`config.mk`:
```
export PLATFORM = sky130hd
export DESIGN_NAME = uart_control_two
export DESIGN_NICKNAME = d
export VERILOG_FILES = /design/src/uart_ctrl2_pkg.sv /design/src/frame_shifter.sv /design/src/uart_control_two.sv
export SDC_FILE = /design/constraint.sdc
export NUM_CORES = 1
export LEC_CHECK = 0
export BUFFER_PORTS_ARGS = -buffer_cell sky130_fd_sc_hd__buf_2
export CORE_ASPECT_RATIO = 1.4
export CORE_MARGIN = 1.5
export CORE_UTILIZATION = 55
export CTS_CLUSTER_SIZE = 12
export DETAILED_ROUTE_END_ITERATION = 6
export HOLD_SLACK_MARGIN = 0.03
export PLACE_DENSITY = 0.86
export SYNTH_ARGS = -nofsm -noshare
export SYNTH_HDL_FRONTEND = slang
export SYNTH_SLANG_ARGS = --single-unit
```
`constraint.sdc`:
```
create_clock -name clk_i -period 3.67 [get_ports clk_i]
set_clock_uncertainty 0.15 [all_clocks]
set_input_delay 0.734 -clock clk_i [delete_from_list [all_inputs] [get_ports clk_i]]
set_output_delay 0.734 -clock clk_i [all_outputs]
set_load 0.01 [all_outputs]
```
`src/uart_ctrl2_pkg.sv`:
```
`default_nettype none
package uart_ctrl2_pkg;

   // Register byte offsets
   localparam logic [7:0] OFS_CTRL = 8'h00;
   localparam logic [7:0] OFS_CFG = 8'h04;
   localparam logic [7:0] OFS_EVT = 8'h08;
   localparam logic [7:0] OFS_MASK = 8'h0c;
   localparam logic [7:0] OFS_STAT = 8'h10;

   // Reset values
   localparam logic [7:0] CTRL_RESET = 8'h00;
   localparam logic [5:0] CFG_RESET = 6'h00;
   localparam logic [2:0] EVT_RESET = 3'h0;
   localparam logic [2:0] MASK_RESET = 3'h0;

   // Event bit positions
   localparam int EVT_WAKE = 0;
   localparam int EVT_BREAK = 1;
   localparam int EVT_IDLE = 2;
   localparam int EVT_W = 3;

   // Status word field positions
   localparam int STAT_ACTIVE = 0;
   localparam int STAT_TX_OWN = 1;
   localparam int STAT_RX_OWN = 2;
   localparam int STAT_STANDBY = 3;
   localparam int STAT_FLAGS = 4;

   // Frame lengths in bit times
   localparam logic [3:0] LEN_CHAR8 = 4'ha;
   localparam logic [3:0] LEN_CHAR9 = 4'hb;
   localparam logic [3:0] LEN_BRK_LONG8 = 4'hd;
   localparam logic [3:0] LEN_BRK_LONG9 = 4'he;

   // Clock cycles per bit time
   localparam logic [15:0] BAUD_DIV_DEFAULT = 16'h0010;

   typedef struct packed {
      logic xmit_empty_irq_en;
      logic xmit_done_irq_en;
      logic rx_full_irq_en;
      logic line_quiet_irq_en;
      logic xmit_on;
      logic rcv_on;
      logic rx_standby;
      logic queue_break;
   } ctrl_type;

   typedef struct packed {
      logic long_break;
      logic nine_bit;
      logic wake_method;
      logic single_wire_dir;
      logic rx_source_sel;
      logic loop_mode;
   } cfg_type;

   typedef struct packed {
      logic tx_buffer_empty;
      logic xmit_done;
      logic rx_buffer_full;
      logic line_quiet;
   } flags_type;

   typedef struct packed {
      logic char_done;
      logic msb;
      logic line_idle;
   } rx_evt_type;

   typedef struct packed {
      logic hsel;
      logic [31:0] haddr;
      logic [1:0] htrans;
      logic hwrite;
      logic [2:0] hsize;
      logic hready;
      logic [31:0] hwdata;
   } ahb_req_type;

   typedef struct packed {
      logic hreadyout;
      logic hresp;
      logic [31:0] hrdata;
   } ahb_rsp_type;

   typedef enum logic [1:0] {
      K_NONE = 2'b00,
      K_DATA = 2'b01,
      K_IDLE = 2'b10,
      K_BREAK = 2'b11
   } tx_kind_type;

   typedef struct packed {
      logic [14:0] shift;
      logic [3:0] cnt;
      logic line;
      logic busy;
      logic done;
   } shift_state_type;

   localparam shift_state_type SHIFT_RESET = '{shift: 15'h7fff, cnt: 4'h0,
      line: 1'b1, busy: 1'b0, done: 1'b0};

endpackage
`default_nettype wire

```
`src/frame_shifter.sv`:
```
`default_nettype none
module frame_shifter
   import uart_ctrl2_pkg::*;
(
   // Clock and reset
   input wire logic clk_i,
   input wire logic reset_n_i,
   // Control
   input wire logic tick_i,
   input wire logic load_i,
   input wire logic [14:0] pattern_i,
   input wire logic [3:0] length_i,
   // Line
   output logic line_o,
   output logic busy_o,
   output logic done_o
);

   shift_state_type s_q, s_d;

   // First bit may be short: it ends at the next tick
   always_comb begin
      s_d = s_q;
      s_d.done = 1'b0;
      if (load_i) begin
         s_d.shift = pattern_i;
         s_d.cnt = length_i;
         s_d.line = pattern_i[0];
         s_d.busy = 1'b1;
      end else if (s_q.busy && tick_i) begin
         if (s_q.cnt == 4'h1) begin
            s_d.busy = 1'b0;
            s_d.line = 1'b1;
            s_d.done = 1'b1;
         end else begin
            s_d.shift = {1'b1, s_q.shift[14:1]};
            s_d.line = s_q.shift[1];
            s_d.cnt = s_q.cnt - 4'h1;
         end
      end
   end

   always_ff @(posedge clk_i or negedge reset_n_i) begin
      if (!reset_n_i) begin
         s_q <= SHIFT_RESET;
      end else begin
         s_q <= s_d;
      end
   end

   assign line_o = s_q.line;
   assign busy_o = s_q.busy;
   assign done_o = s_q.done;
endmodule
`default_nettype wire

```
`src/uart_control_two.sv`:
```
// Behaviour
// - Empty-buffer flag interrupts when its enable set
// - Transmit-done flag interrupts when its enable set
// - Receive-full flag interrupts when its enable set
// - Idle-line flag interrupts when its enable set
// - Transmitter runs and drives pin only when on
// - Single-wire direction bit sets pin direction
// - Re-enabling transmitter mid-frame queues idle character
// - Pin stays driven until pending frames finish
// - Receiver off releases receive pin
// - Loop mode releases receive pin always
// - Standby bit waits for selected wakeup condition
// - Hardware clears standby bit on wakeup
// - Writing break bit one then zero queues break
// - Break bit held keeps queuing break characters
// - A second break may slip in before clear
// - Frame is start, eight or nine bits, stop
// - Loop mode feeds receiver from transmit node
//
// Chosen here: the address map and the AHB-Lite register port.
`default_nettype none
module uart_control_two
   import uart_ctrl2_pkg::*;
#(
   parameter logic [15:0] BAUD_DIV = BAUD_DIV_DEFAULT
) (
   // Clock and reset
   input wire logic clk_i,
   input wire logic reset_n_i,
   // Register bus
   input wire ahb_req_type ahb_i,
   output ahb_rsp_type ahb_o,
   // Flags and receiver events
   input wire flags_type flags_i,
   input wire rx_evt_type rx_evt_i,
   // Transmit data
   input wire logic tx_valid_i,
   input wire logic [8:0] tx_data_i,
   output logic tx_ready_o,
   // Pins
   output logic txd_o,
   output logic txd_oe_o,
   input wire logic txd_pin_i,
   input wire logic rxd_i,
   output logic rx_pin_own_o,
   // Receiver side
   output logic rx_line_o,
   output logic rcv_enable_o,
   output logic rx_standby_o,
   output logic nine_bit_o,
   output logic tx_active_o,
   // Interrupt
   output logic irq_o
);

   typedef struct packed {
      ctrl_type ctrl;
      cfg_type cfg;
      logic [EVT_W-1:0] evt;
      logic [EVT_W-1:0] mask;
      logic dp_read;
      logic dp_write;
      logic rd_done;
      logic [7:0] dp_addr;
      logic [31:0] rdata;
      logic [15:0] div_cnt;
      logic tick;
      logic brk_pend;
      logic idle_pend;
      tx_kind_type kind;
   } main_state_type;

   localparam main_state_type MAIN_RESET = '{ctrl: CTRL_RESET, cfg: CFG_RESET,
      evt: EVT_RESET, mask: MASK_RESET, dp_read: 1'b0, dp_write: 1'b0,
      rd_done: 1'b0, dp_addr: 8'h00, rdata: 32'h0000_0000,
      div_cnt: 16'h0000, tick: 1'b0, brk_pend: 1'b0, idle_pend: 1'b0,
      kind: K_NONE};

   main_state_type s_q, s_d;

   logic load;
   logic [14:0] pattern;
   logic [3:0] length;
   logic shift_line;
   logic shift_done;
   logic accept;
   logic sw_rx;
   logic tx_own;
   logic [EVT_W-1:0] evt_set;
   logic [EVT_W-1:0] evt_clr;
   ctrl_type ctrl_new;

   function automatic logic [14:0] frame_pattern(input tx_kind_type k,
         input logic [8:0] d, input logic nine);
      if (k == K_BREAK) begin
         return 15'h0000;
      end else if (k == K_IDLE) begin
         return 15'h7fff;
      end else if (nine) begin
         return {4'hf, 1'b1, d[8], d[7:0], 1'b0};
      end
      return {5'h1f, 1'b1, d[7:0], 1'b0};
   endfunction

   function automatic logic [3:0] frame_length(input tx_kind_type k,
         input cfg_type c);
      logic [3:0] base;
      base = c.nine_bit ? LEN_CHAR9 : LEN_CHAR8;
      if (k == K_BREAK && c.long_break) begin
         return c.nine_bit ? LEN_BRK_LONG9 : LEN_BRK_LONG8;
      end
      return base;
   endfunction

   function automatic logic [31:0] reg_read(input logic [7:0] a,
         input main_state_type s, input logic [7:0] st);
      if (a == OFS_CTRL) begin
         return {24'h000000, s.ctrl};
      end else if (a == OFS_CFG) begin
         return {26'h0000000, s.cfg};
      end else if (a == OFS_EVT) begin
         return {29'h00000000, s.evt};
      end else if (a == OFS_MASK) begin
         return {29'h00000000, s.mask};
      end else if (a == OFS_STAT) begin
         return {24'h000000, st};
      end
      return 32'h0000_0000;
   endfunction

   // Single-wire mode with the line turned inward
   assign sw_rx = s_q.cfg.loop_mode && s_q.cfg.rx_source_sel
      && !s_q.cfg.single_wire_dir;

   assign tx_active_o = (s_q.kind != K_NONE) || s_q.brk_pend || s_q.idle_pend;
   assign tx_own = s_q.ctrl.xmit_on || tx_active_o;
   assign accept = ahb_i.hsel && ahb_i.htrans[1] && ahb_i.hready;

   always_comb begin
      s_d = s_q;
      load = 1'b0;
      pattern = 15'h7fff;
      length = LEN_CHAR8;
      evt_set = '0;
      evt_clr = '0;
      ctrl_new = s_q.ctrl;
      s_d.tick = 1'b0;

      if (s_q.div_cnt == BAUD_DIV - 16'h0001) begin
         s_d.div_cnt = 16'h0000;
         s_d.tick = 1'b1;
      end else begin
         s_d.div_cnt = s_q.div_cnt + 16'h0001;
      end

      // Frame end
      if (shift_done) begin
         if (s_q.kind == K_BREAK) begin
            evt_set[EVT_BREAK] = 1'b1;
         end
         if (s_q.kind == K_IDLE) begin
            evt_set[EVT_IDLE] = 1'b1;
         end
         s_d.kind = K_NONE;
      end

      // Start next frame; break before idle before data
      if (s_q.kind == K_NONE) begin
         if (s_q.brk_pend || (s_q.ctrl.queue_break && s_q.ctrl.xmit_on)) begin
            s_d.kind = K_BREAK;
            s_d.brk_pend = 1'b0;
         end else if (s_q.idle_pend) begin
            s_d.kind = K_IDLE;
            s_d.idle_pend = 1'b0;
         end else if (tx_valid_i && tx_ready_o) begin
            s_d.kind = K_DATA;
         end
         load = s_d.kind != K_NONE;
         pattern = frame_pattern(s_d.kind, tx_data_i, s_q.cfg.nine_bit);
         length = frame_length(s_d.kind, s_q.cfg);
      end

      // Hardware wakeup; a same-cycle software write still wins
      if (s_q.ctrl.rx_standby) begin
         if ((!s_q.cfg.wake_method && rx_evt_i.line_idle)
               || (s_q.cfg.wake_method && rx_evt_i.char_done && rx_evt_i.msb)) begin
            s_d.ctrl.rx_standby = 1'b0;
            evt_set[EVT_WAKE] = 1'b1;
         end
      end

      // Write data phase
      if (s_q.dp_write) begin
         if (s_q.dp_addr == OFS_CTRL) begin
            ctrl_new = ctrl_type'(ahb_i.hwdata[7:0]);
            if (ctrl_new.xmit_on && !s_q.ctrl.xmit_on && tx_active_o) begin
               s_d.idle_pend = 1'b1;
            end
            if (ctrl_new.queue_break && ctrl_new.xmit_on) begin
               s_d.brk_pend = 1'b1;
            end
            s_d.ctrl = ctrl_new;
         end else if (s_q.dp_addr == OFS_CFG) begin
            s_d.cfg = cfg_type'(ahb_i.hwdata[5:0]);
         end else if (s_q.dp_addr == OFS_EVT) begin
            evt_clr = ahb_i.hwdata[EVT_W-1:0];
         end else if (s_q.dp_addr == OFS_MASK) begin
            s_d.mask = ahb_i.hwdata[EVT_W-1:0];
         end
      end

      // Set beats clear
      s_d.evt = (s_q.evt & ~evt_clr) | evt_set;

      // Reads take one wait state so the data come from a flop
      if (s_q.dp_read && !s_q.rd_done) begin
         s_d.rdata = reg_read(s_q.dp_addr, s_q,
            {flags_i, s_q.ctrl.rx_standby, rx_pin_own_o, tx_own, tx_active_o});
         s_d.rd_done = 1'b1;
      end

      if (ahb_i.hready) begin
         s_d.dp_read = accept && !ahb_i.hwrite;
         s_d.dp_write = accept && ahb_i.hwrite;
         s_d.dp_addr = ahb_i.haddr[7:0];
         s_d.rd_done = 1'b0;
      end
   end

   always_ff @(posedge clk_i or negedge reset_n_i) begin
      if (!reset_n_i) begin
         s_q <= MAIN_RESET;
      end else begin
         s_q <= s_d;
      end
   end

   frame_shifter u_shifter (
      .clk_i(clk_i),
      .reset_n_i(reset_n_i),
      .tick_i(s_q.tick),
      .load_i(load),
      .pattern_i(pattern),
      .length_i(length),
      .line_o(shift_line),
      .busy_o(),
      .done_o(shift_done)
   );

   assign ahb_o.hreadyout = !(s_q.dp_read && !s_q.rd_done);
   assign ahb_o.hresp = 1'b0;
   assign ahb_o.hrdata = s_q.rdata;

   // Data only once queued break and idle have gone out
   assign tx_ready_o = (s_q.kind == K_NONE) && s_q.ctrl.xmit_on
      && !s_q.brk_pend && !s_q.idle_pend && !s_q.ctrl.queue_break;

   assign txd_o = shift_line;
   assign txd_oe_o = tx_own && !sw_rx;
   assign rx_pin_own_o = s_q.ctrl.rcv_on && !s_q.cfg.loop_mode;
   // Internal loopback uses the shifter, single-wire uses the pin
   assign rx_line_o = !s_q.cfg.loop_mode ? rxd_i
      : (s_q.cfg.rx_source_sel ? txd_pin_i : shift_line);
   assign rcv_enable_o = s_q.ctrl.rcv_on;
   assign rx_standby_o = s_q.ctrl.rx_standby;
   assign nine_bit_o = s_q.cfg.nine_bit;

   // Flag levels plus sticky events
   assign irq_o = |({flags_i} & s_q.ctrl[7:4]) || |(s_q.evt & s_q.mask);

   logic ctrl_wr;
   assign ctrl_wr = s_q.dp_write && (s_q.dp_addr == OFS_CTRL);
endmodule
`default_nettype wire

```
==> results.py, run 1 <==
metrics = {
    "status": {
        "status": "finished, final reports clean",
    },
    "global_route": {
        "grt_start_max_net_pins": 82,
        "gr_util_all_layers_pct": 21.73,
        "antenna_found_initial": 0,
        "first_global_vias": 3063,
        "grt_pass1_wl_um": 14030,
        "gr-total-overflow": 0,
    },
    "synthesis": {
        "yosys-top-cells-count": "sky130_fd_sc_hd__dfrtp_1, sky130_fd_sc_hd__buf_4, sky130_fd_sc_hd__nand2_1, sky130_fd_sc_hd__mux2_2, sky130_fd_sc_hd__o21ai_0",
        "fraction_of_registers_with_async_set_reset_pct": 100.0,
        "synth_cell_type_count": 57,
        "synth-warning-count": 0,
        "synth_ff_type": "sky130_fd_sc_hd__dfrtp_1",
        "synth_area_leader_cell": "sky130_fd_sc_hd__dfrtp_1",
        "synth_top_family_by_area": "simple AND/OR/NAND/NOR gates",
        "synth_seq_cells": 81,
        "synthDominantCellAreaShare_pct": 39.43,
        "post_synth_instance_area_um2": 4189,
        "synth-seq-area-share_pct": 48.84,
        "synth_area_leaders": "sky130_fd_sc_hd__dfrtp_1, sky130_fd_sc_hd__dfstp_2, sky130_fd_sc_hd__mux2_2, sky130_fd_sc_hd__buf_4, sky130_fd_sc_hd__mux2i_1",
        "multiplexer_share_of_the_synthesized_area_pct": 13.05,
        "post_synth.cell_area_avg_um2": 10.77,
        "synth_simple_gate_area_share_pct": 16.01,
        "synth_edf_count": 0,
        "most_instantiated_library_cell_after_synthesis": "sky130_fd_sc_hd__dfrtp_1",
        "synth_compound_area_share_pct": 9.498,
        "synth_adder_area_share_pct": 1.195,
        "syn-instance-count": 389,
        "synth-xor-area-share_pct": 3.136,
    },
    "clocking": {
        "post_cts_setup_inserts": 0,
        "clock_tree.buffer_depth": 2,
        "worst_skew_pair.late_latency_ps": 350,
        "clkSlewWorstSetupHoldPaths_ps": 80,
        "root_buffer": "sky130_fd_sc_hd__clkbuf_8",
        "cts_made_buffers": 9,
        "htree_num_levels": 3,
        "hold_buffers": 0,
        "cts_tree": "yes",
        "resize_count_post_cts": 0,
        "cts.sinks": 81,
    },
    "finish": {
        "final_cells": 540,
        "nets": 535,
        "antennaDiodeCount": 0,
        "final_layout_size_suffix_gt1_share_pct": 29.57,
        "area.growth.synth_to_final_pct": 10.30,
    },
    "routing": {
        "detail_route.drc_violations": 0,
        "post_drt_via_cell_ratio": 5.656,
        "drt_first_pass_iters": 4,
        "wl_per_cell_um": 15.24,
        "initialDrtViolationCount": 208,
        "wirelength_um": 8232,
        "antenna_left": 0,
        "num_vias": 3054,
    },
    "worst_hold_path": {
        "hold_path_class": "flop to flop",
    },
    "timing": {
        "setup-tns-final_ps": 0,
        "period_needed_ps": 2828,
        "final-max-slew-violation-count": 0,
        "setup_repair_after_global_routing_missed_its_margin": "no",
        "timing.final.crit_share_pct": 77.05,
        "hold_vio_cnt_final": 0,
        "timing_worst_slew_pin_value_ps": 986.0,
        "fmax_ghz": 0.3537,
        "timing.final.setup_violations": 0,
        "max_slew_margin_pct": 34.27,
    },
    "place": {
        "dp.cells": 524,
        "port_buffers": 59,
        "globalplace.congestion": 0.8570,
        "dpl.hpwl_um": 5968,
    },
    "floorplanning": {
        "core_area_um2": 7361,
        "floorplan.initialDensity_pct": 56.91,
        "fp-row-count": 37,
        "die_y_um": 106.3,
        "die_area_um2": 8157,
        "boundaryPins": 137,
        "die-width_um": 76.76,
    },
    "worst_setup_path": {
        "timing.critical_path.slowest_cell_delay_ps": 700,
        "cp_top_family": "simple AND/OR/NAND/NOR gates",
        "critical_path_cell_sequence": "or4_1 -> nor2_1 -> a31oi_1 -> buf_2",
        "worst-endpoint-required_ps": 2790,
        "worst_setup_end_kind": "primary output",
        "critical_path.n_buffers_inverters": 1,
        "crit_path_top_delay_cell": "sky130_fd_sc_hd__or4_1",
        "rrSetupSlack_ps": 1400,
        "start_kind": "flop",
        "critical_path_arrival_ps": 1940,
        "setup.worst_path.class": "flop to primary output",
        "worstPathMaxFanout": 7,
    },
    "run": {
        "max-cap-violations": 0,
    },
    "pwr": {
        "total_power_density_per_cell_area_nw_per_um2": 390.5,
        "cellLeakagePower_nw": 2.113,
        "worst_ir_drop_vdd_uv": 237.4,
    },
}
[power by group]
part           switching (mW)  leakage (nW)  internal (mW)
Combinational          0.0754          1.02         0.0651
Clock                   0.323         0.103          0.385
Sequential             0.0373         0.986          0.919
[stage by stage]
stage / util, % / hold WS (ps) / setup slack [ps] / power [mW] / cell area, µm²
floorplan: - / 287.7 / 1334 / 1.068 / 4279
global placement: 59.78 / 301.2 / 1265 / 1.107 / 4400
detailed placement: 59.78 / 310.3 / 1247 / 1.114 / 4400
CTS: 62.77 / 327.5 / 861.0 / 1.821 / 4621
global route: 62.77 / 345.0 / 764.8 / 1.881 / 4621
finish: 62.77 / 325.2 / 842.4 / 1.805 / 4621
[cells by family after synthesis]
logic type,Yosys count
buf+inv,56
mux,50
flops,81
compound gates,61
simple gates,121
fa+ha+maj,4
other cells,1
xor+xnor,15
[worst reg2reg max path: stages (launching register included)]
cell,delay (ps)
sky130_fd_sc_hd__dfrtp_1,390
sky130_fd_sc_hd__or4_4,580
sky130_fd_sc_hd__nor4_4,390
sky130_fd_sc_hd__nand2_2,300
sky130_fd_sc_hd__mux2_2,350
[metal layers]
metal,GRT usage (%),vias up,wire (µm)
met5,0,-,0
met4,12.04,0,213
met3,5.064,18,395
met2,36.66,97,4279
met1,25.36,1507,3344
li1,-,1432,-
[worst paths after layout]
check                                 start          endpoint  depth (start not counted)
max in group asynchronous         reset_n_i           s_q[11]                          1
min                        u_shifter.busy_o  u_shifter.busy_o                          2
min in group asynchronous         reset_n_i            s_q[3]                          1
max                                  s_q[1]          txd_oe_o                          4
max reg2reg                         s_q[54]           s_q[82]                          4
min reg2reg                u_shifter.busy_o  u_shifter.busy_o                          2
[area by class of cell]
type	count	area, µm²
Clock inverter	6	92.59
Timing Repair Buffer	60	305.3
Inverter	10	37.54
Tap cell	97	121.4
Fill cell	593	2740
Multi-Input combinational cell	276	1891
Clock buffer	10	127.6
Sequential cell	81	2046
[sequential cells by signal, indices dropped and copies added (netlist names)]
name              cells
rx_standby_o          1
s_q                  49
ahb_o                 8
rcv_enable_o          1
u_shifter.s_q        18
u_shifter.done_o      1
nine_bit_o            1
u_shifter.busy_o      1
u_shifter.line_o      1
[layout by cell type (no fill, tap or decap), types with 3 or more instances in the layout]
cell,instances
sky130_fd_sc_hd__dfrtp_1,66
sky130_fd_sc_hd__buf_2,58
sky130_fd_sc_hd__nand2_1,29
sky130_fd_sc_hd__mux2_2,27
sky130_fd_sc_hd__o21ai_0,25
sky130_fd_sc_hd__conb_1,25
sky130_fd_sc_hd__mux2i_1,22
sky130_fd_sc_hd__nor2_1,18
sky130_fd_sc_hd__nand3_1,17
sky130_fd_sc_hd__dfstp_2,15
sky130_fd_sc_hd__nor3_1,12
sky130_fd_sc_hd__inv_1,10
sky130_fd_sc_hd__xnor2_1,9
sky130_fd_sc_hd__a31oi_1,9
sky130_fd_sc_hd__clkbuf_8,9
sky130_fd_sc_hd__xor2_1,6
sky130_fd_sc_hd__and2_1,6
sky130_fd_sc_hd__a21oi_1,5
sky130_fd_sc_hd__nand4_1,5
sky130_fd_sc_hd__nand2b_1,4
sky130_fd_sc_hd__nor4_1,4
sky130_fd_sc_hd__and3_1,4
sky130_fd_sc_hd__nand4b_1,4
sky130_fd_sc_hd__ha_1,4
sky130_fd_sc_hd__nor2b_1,3
sky130_fd_sc_hd__o22ai_1,3
(Power assumes the default switching activity.)
==> inputs of run 2 (changes only) <==
- CORE_UTILIZATION: 55 -> 46
- PLACE_DENSITY: 0.86 -> 0.76
- clock period: 3.67 -> 2.6 ns (I/O delays scaled with it)
==> run 2 against run 1 <==
Net effect:
- global-route usage fell by 3.9 points
- combinational power rose by 43%
- design area rose by 3.4%
- utilization fell by 9.3 points
- total power rose by 62%
- first-iteration DRC count fell by 3.4%
- via count rose by 0.46%
- sequential power rose by 41%
- worst hold slack got worse by 260 ps
==> results.py, run 2 (synthesis results as in run 1) <==
metrics = {
    "timing": {
        "timing.final.setup_violations": 0,
        "setup_repair_after_global_routing_missed_its_margin": "no",
        "final-max-slew-violation-count": 0,
        "setup-tns-final_ps": 0,
        "timing_worst_slew_pin_value_ps": 670.8,
        "layout_setup_ws_ps": 119.1,
        "period_needed_ps": 2481,
        "max_slew_margin_pct": 55.28,
        "hold_vio_cnt_final": 0,
        "fmax_ghz": 0.4031,
        "timing.final.crit_share_pct": 95.42,
    },
    "finish": {
        "nFillCells": 774,
        "final_core_occ_pct": 53.50,
        "antennaDiodeCount": 0,
        "commonest_cells_after_routing_fill_and_taps_aside": "sky130_fd_sc_hd__dfrtp_1, sky130_fd_sc_hd__buf_2, sky130_fd_sc_hd__nand2_1",
        "area.growth.synth_to_final_pct": 14.01,
        "largest_register_ffs": 49,
        "largest_register": "s_q",
        "multi_input_gate_area_um2": 1894,
        "nets": 538,
        "final_layout_size_suffix_gt1_share_pct": 29.82,
        "register_area_um2": 2046,
        "final_common_cell": "sky130_fd_sc_hd__dfrtp_1",
    },
    "worst_hold_path": {
        "hold_path_class": "primary input to asynchronous set/reset pin",
    },
    "global_route": {
        "first_global_vias": 2951,
        "gr-total-overflow": 0,
        "gr_util_all_layers_pct": 17.79,
        "grt_start_max_net_pins": 54,
        "grt_pass1_wl_um": 13790,
        "antenna_found_initial": 0,
    },
    "worst_setup_path": {
        "worst_setup_end_kind": "primary output",
        "crit_path_top_delay_cell": "sky130_fd_sc_hd__or4_4",
        "critical_path_cell_sequence": "or4_4 -> nor3b_1 -> buf_2",
        "critical_path_arrival_ps": 1810,
        "start_kind": "flop",
        "rrSetupSlack_ps": 320,
        "worstPathMaxFanout": 7,
        "worst-endpoint-required_ps": 1930,
        "setup.worst_path.class": "flop to primary output",
        "timing.critical_path.slowest_cell_delay_ps": 620,
    },
    "routing": {
        "initialDrtViolationCount": 201,
        "drt_first_pass_iters": 5,
        "antenna_left": 0,
        "post_drt_via_cell_ratio": 5.548,
        "wirelength_um": 8366,
        "wl_per_cell_um": 15.13,
        "detail_route.drc_violations": 0,
        "num_vias": 3068,
    },
    "floorplanning": {
        "die_y_um": 115.9,
        "fp-row-count": 41,
        "core_area_um2": 8926,
        "die_area_um2": 9696,
        "die-width_um": 83.65,
        "floorplan.initialDensity_pct": 46.93,
        "boundaryPins": 137,
    },
    "clocking": {
        "cts_tree": "yes",
        "worst_skew_pair.late_latency_ps": 340,
        "htree_num_levels": 3,
        "clock_tree.buffer_depth": 2,
        "root_buffer": "sky130_fd_sc_hd__clkbuf_16",
        "clkSlewWorstSetupHoldPaths_ps": 60,
        "cts.sinks": 81,
        "cts_made_buffers": 9,
        "hold_buffers": 0,
    },
    "place": {
        "globalplace.congestion": 0.8749,
        "place_ws_ps": 348.6,
        "port_buffers": 59,
        "dpl.hpwl_um": 5948,
    },
    "run": {
        "max-cap-violations": 0,
    },
    "status": {
        "status": "finished, final reports clean",
    },
    "pwr": {
        "worst_ir_drop_vdd_uv": 399.0,
        "total_power_density_per_cell_area_nw_per_um2": 611.4,
        "cellLeakagePower_nw": 2.188,
    },
}
## run 2: cell count changes in the layout (fill, tap and decap cells not counted), sizes merged
cell / change
clkinv: -2
clkinvlp: -2
buf: +3
clkbuf: +4
## run 2: worst paths after layout
check                               start                to  cells after the start
min in group clk_i              ahb_i[39]           s_q[53]                      2
worst min-delay path            reset_n_i           s_q[54]                      1
worst max-delay path               s_q[1]        tx_ready_o                      3
worst min register to register   ahb_o[6]          ahb_o[6]                      2
max in group asynchronous       reset_n_i      rcv_enable_o                      2
worst max register to register    s_q[79]  u_shifter.s_q[3]                      5
## run 2: repair_timing
action,4_1_cts,5_1_grt
resized for setup,1,0
buffers inserted,0,0
endpoints found under the setup margin,1,0
## run 2: per-layer routing
metal	GRT usage (%)	share of wire (%)	vias to the layer above	routed length (µm)
met2	30.91	50	114	4189
met5	0	0	-	0
met3	4.060	5.7	17	477
met1	20.65	42	1504	3483
li1	-	-	1433	-
met4	9.180	2.6	0	215
## run 2: where the power goes
group / switching (mW) / internal [mW]
combinational: 0.105 / 0.0950
clock: 0.473 / 0.894
sequential: 0.0536 / 1.30
## run 2: critical path, delay by kind of cell, from the launching register on
kind	cells	cell delay, ps
buffers and inverters	1	170
DFF	1	440
and+or+nand+nor	2	860
## run 2: final cells by class
cell class,instances,area share [%]
clock buffer,14,5.528
tap,107,2.803
clock inverter,2,1.258
sequential,81,42.83
multi-input combinational,276,39.66
timing repair buffer,63,7.126
inverter,10,0.7860
## run 2: per-stage QoR
stage | hold WS (ps) | std cells | total power, mW | instance area, µm²
after floorplan | 74.41 | 413 | 1.507 | 4279
after global routing | 112.4 | 553 | 3.029 | 4776
final | 65.15 | 553 | 2.920 | 4776
after CTS | 94.59 | 553 | 2.950 | 4776
after detailed placement | 314.0 | 537 | 1.575 | 4448
after global placement | 301.9 | 537 | 1.567 | 4448
==> inputs of run 3 (changes only) <==
--- a/config.mk
+++ b/config.mk
@@ -9,10 +9,11 @@
 export CORE_ASPECT_RATIO = 1.4
 export CORE_MARGIN = 1.5
-export CORE_UTILIZATION = 46
+export CORE_UTILIZATION = 47
 export CTS_CLUSTER_SIZE = 12
 export DETAILED_ROUTE_END_ITERATION = 6
 export HOLD_SLACK_MARGIN = 0.03
-export PLACE_DENSITY = 0.76
+export PLACE_DENSITY = 0.77
 export SYNTH_ARGS = -nofsm -noshare
 export SYNTH_HDL_FRONTEND = slang
+export SYNTH_HIERARCHICAL = 1
 export SYNTH_SLANG_ARGS = --single-unit
--- a/constraint.sdc
+++ b/constraint.sdc
@@ -3,3 +3,3 @@
 set_input_delay 0.52 -clock clk_i [delete_from_list [all_inputs] [get_ports clk_i]]
 set_output_delay 0.52 -clock clk_i [all_outputs]
-set_load 0.01 [all_outputs]
+set_load 0.005 [all_outputs]
==> run 3 against run 2 <==
Net effect:
- the run now ends with design-rule violations left
- clock-buffer cell count decreased by 2
- non-clock buffer count increased by 4
- register-to-register slack got worse by 130 ps
- utilization increased by 1.8 points
- die area increased by 3.0%
- maximum frequency decreased by 1.7%
- synthesized cell count increased by 3.9%
- total power increased by 4.6%
- clock power increased by 8%
- setup slack got worse by 43 ps
- wire length increased by 9.8%
- critical path type unchanged
- critical endpoint is now txd_oe_o
==> results.py, run 3 <==
metrics = {
    "synthesis": {
        "synth_compound_area_share_pct": 12.17,
        "synth_top_family_by_area": "simple AND/OR/NAND/NOR gates",
        "fraction_of_registers_with_async_set_reset_pct": 100.0,
        "synth_simple_gate_area_share_pct": 15.46,
        "synth-warning-count": 6,
        "synth_adder_area_share_pct": 1.134,
        "most_instantiated_library_cell_after_synthesis": "sky130_fd_sc_hd__dfrtp_1",
        "synth_edf_count": 0,
        "synth_seq_cells": 81,
        "syn-instance-count": 404,
        "synth-xor-area-share_pct": 2.581,
        "synth_area_leader_cell": "sky130_fd_sc_hd__dfrtp_1",
        "synth_cell_type_count": 60,
        "synth_ff_type": "sky130_fd_sc_hd__dfrtp_1",
        "multiplexer_share_of_the_synthesized_area_pct": 13.27,
        "post_synth.cell_area_avg_um2": 10.92,
        "synthDominantCellAreaShare_pct": 37.44,
        "post_synth_instance_area_um2": 4412,
        "synth_area_leaders": "sky130_fd_sc_hd__dfrtp_1, sky130_fd_sc_hd__dfstp_2, sky130_fd_sc_hd__mux2_2, sky130_fd_sc_hd__buf_4, sky130_fd_sc_hd__mux2_4",
        "yosys-top-cells-count": "sky130_fd_sc_hd__dfrtp_1, sky130_fd_sc_hd__nand2_1, sky130_fd_sc_hd__buf_4, sky130_fd_sc_hd__mux2_2, sky130_fd_sc_hd__nor2_1",
        "synth-seq-area-share_pct": 46.37,
    },
    "pwr": {
        "combinationalPowerShare_pct": 7.0,
        "total_power_density_per_cell_area_nw_per_um2": 608.7,
        "seq_power_share_pct": 44.5,
        "switching_share_pct": 21.51,
        "p_clk_share_pct": 48.5,
        "cellLeakagePower_nw": 2.331,
        "internal_power_mw": 2.397,
        "worst_ir_drop_vdd_uv": 416.3,
        "p_switching_uw": 656.9,
    },
    "worst_setup_path": {
        "worst_setup_end_kind": "primary output",
        "critical_path_arrival_ps": 1850,
        "worstPathMaxFanout": 6,
        "timing.critical_path.slowest_cell_delay_ps": 430,
        "critical_path_cell_sequence": "nor4_2 -> buf_4 -> inv_1 -> nor2_1 -> a31oi_1 -> buf_2",
        "setup.worst_path.class": "flop to primary output",
        "timing.reg2reg.worst_path_depth": 6,
        "worst-endpoint-required_ps": 1930,
        "start_kind": "flop",
        "crit_path_top_delay_cell": "sky130_fd_sc_hd__dfrtp_1",
    },
    "clocking": {
        "worst_skew_pair.late_latency_ps": 340,
        "hold_buffers": 0,
        "clock_tree.buffer_depth": 2,
        "cts.sinks": 81,
        "htree_num_levels": 3,
        "cts_tree": "yes",
        "cts_made_buffers": 9,
        "root_buffer": "sky130_fd_sc_hd__clkbuf_16",
        "clkSlewWorstSetupHoldPaths_ps": 60,
    },
    "routing": {
        "met2_wirelength_from_detailed_routing_um": 4745,
        "detail_route.drc_violations": 10,
        "num_vias": 3125,
        "wl_per_cell_um": 16.08,
        "wirelength_um": 9182,
        "detail_route.wirelength.met1_um": 3741,
        "top_layer": "met4",
        "initialDrtViolationCount": 180,
        "post_drt_via_cell_ratio": 5.473,
        "drt_first_pass_iters": 6,
        "routed-wl-met3_um": 421,
        "antenna_left": 0,
    },
    "timing": {
        "timing.final.setup_violations": 0,
        "final-max-slew-violation-count": 0,
        "timing.final.crit_share_pct": 97.06,
        "fmax_ghz": 0.3963,
        "period_needed_ps": 2524,
        "max_slew_margin_pct": 57.91,
        "hold_vio_cnt_final": 0,
        "timing_worst_slew_pin_value_ps": 629.9,
    },
    "floorplanning": {
        "core_area_um2": 9080,
        "die_area_um2": 9985,
        "die_y_um": 117.6,
        "fp-row-count": 41,
        "boundaryPins": 137,
        "die-width_um": 84.88,
        "floorplan.initialDensity_pct": 48.59,
    },
    "global_route": {
        "grt_pass1_wl_um": 15110,
        "first_global_vias": 3137,
        "antenna_found_initial": 0,
        "grt_start_max_net_pins": 44,
        "gr_util_all_layers_pct": 19.12,
        "gr-total-overflow": 0,
    },
    "finish": {
        "post-route-cell-area_um2": 5017,
        "commonest_cells_after_routing_fill_and_taps_aside": "sky130_fd_sc_hd__dfrtp_1, sky130_fd_sc_hd__buf_2, sky130_fd_sc_hd__nand2_1",
        "nets": 556,
        "area.growth.synth_to_final_pct": 13.73,
        "final_common_cell": "sky130_fd_sc_hd__dfrtp_1",
        "final_layout_size_suffix_gt1_share_pct": 34.27,
        "largest_register_ffs": 49,
        "final_core_occ_pct": 55.26,
        "antennaDiodeCount": 0,
        "largest_register": "s_q",
    },
    "place": {
        "postPlaceCellArea_um2": 4656,
        "port_buffers": 59,
        "globalplace.congestion": 0.8678,
        "dpl.hpwl_um": 6611,
    },
    "worst_hold_path": {
        "hold_path_class": "primary input to asynchronous set/reset pin",
    },
    "status": {
        "failed_checks": "design-rule violations",
        "status": "finished, violations left",
    },
    "run": {
        "max-cap-violations": 0,
    },
}
[run 3: cell count changes after synthesis, moves of 5 or more]
cell	change
sky130_fd_sc_hd__o21ai_0	-14
sky130_fd_sc_hd__mux2i_1	-13
sky130_fd_sc_hd__mux2_4	+12
sky130_fd_sc_hd__a22o_2	+8
sky130_fd_sc_hd__nand3_1	-7
sky130_fd_sc_hd__a21oi_1	+6
sky130_fd_sc_hd__o21a_1	+6
sky130_fd_sc_hd__nand2_1	+5
[run 3: per-layer routing]
layer	GRT usage, %	up-vias
li1	-	1499
met1	22.82	1504
met2	32.30	103
met3	3.015	19
met4	11.07	0
met5	0	-
[run 3: cell families after synthesis]
logic type,count (synthesis)
simple gates,124
fa+ha+maj,4
mux,48
flops,81
xor+xnor,13
other cells,2
buf+inv,60
compound gates,72
[run 3: repair_timing]
item                       4_1_cts  5_1_grt
gates resized for setup          0        1
setup buffers                    0        0
setup endpoints to repair        0       14
[run 3: worst paths after layout]
path / from / endpoint / slack (ps)
worst min-delay path: reset_n_i / s_q[60] / 10
min in group clk_i: ahb_i[6] / s_q[82] / 260
worst max-delay path: s_q[1] / txd_oe_o / 80
worst min register to register: u_shifter/s_q[21] / u_shifter/s_q[21] / 310
max in group asynchronous: reset_n_i / u_shifter/s_q[16] / 1630
worst max register to register: s_q[1] / u_shifter/s_q[4] / 190
[run 3: final cells by class]
cell class | instances | area (µm²)
fillers | 757 | 4063
multi-input cells | 287 | 2076
flip-flops and latches | 81 | 2046
repair buffers | 67 | 357.8
clock buffers | 12 | 256.5
well taps | 107 | 133.9
clock inverters | 4 | 98.84
inverters | 13 | 48.80
[run 3: critical path: cells and delay by family (launching register included)]
family | cells | cell delay (ps)
flip-flops | 1 | 430
buffers and inverters | 3 | 420
AND/OR/NAND/NOR | 2 | 580
AO/OA/AOI/OAI | 1 | 90
[run 3: power groups by stage]
stage,clock [mW],sequential (mW),combinational (mW)
after detailed placement,0,1.38,0.212
after global routing,1.55,1.37,0.237
after CTS,1.51,1.36,0.215
final,1.48,1.36,0.213
after global placement,0,1.38,0.206
after floorplan,0,1.36,0.159
[run 3: metrics by stage]
stage	total power, mW	setup TNS [ps]	std cells	setup WS [ps]	hold WS [ps]
floorplan	1.514	0	428	309.2	74.41
global placement	1.583	0	555	236.4	298.1
detailed placement	1.592	0	555	158.4	303.1
CTS	3.084	0	571	13.19	30.89
global route	3.148	-1.175	571	-1.175	62.05
finish	3.054	0	571	76.49	13.60
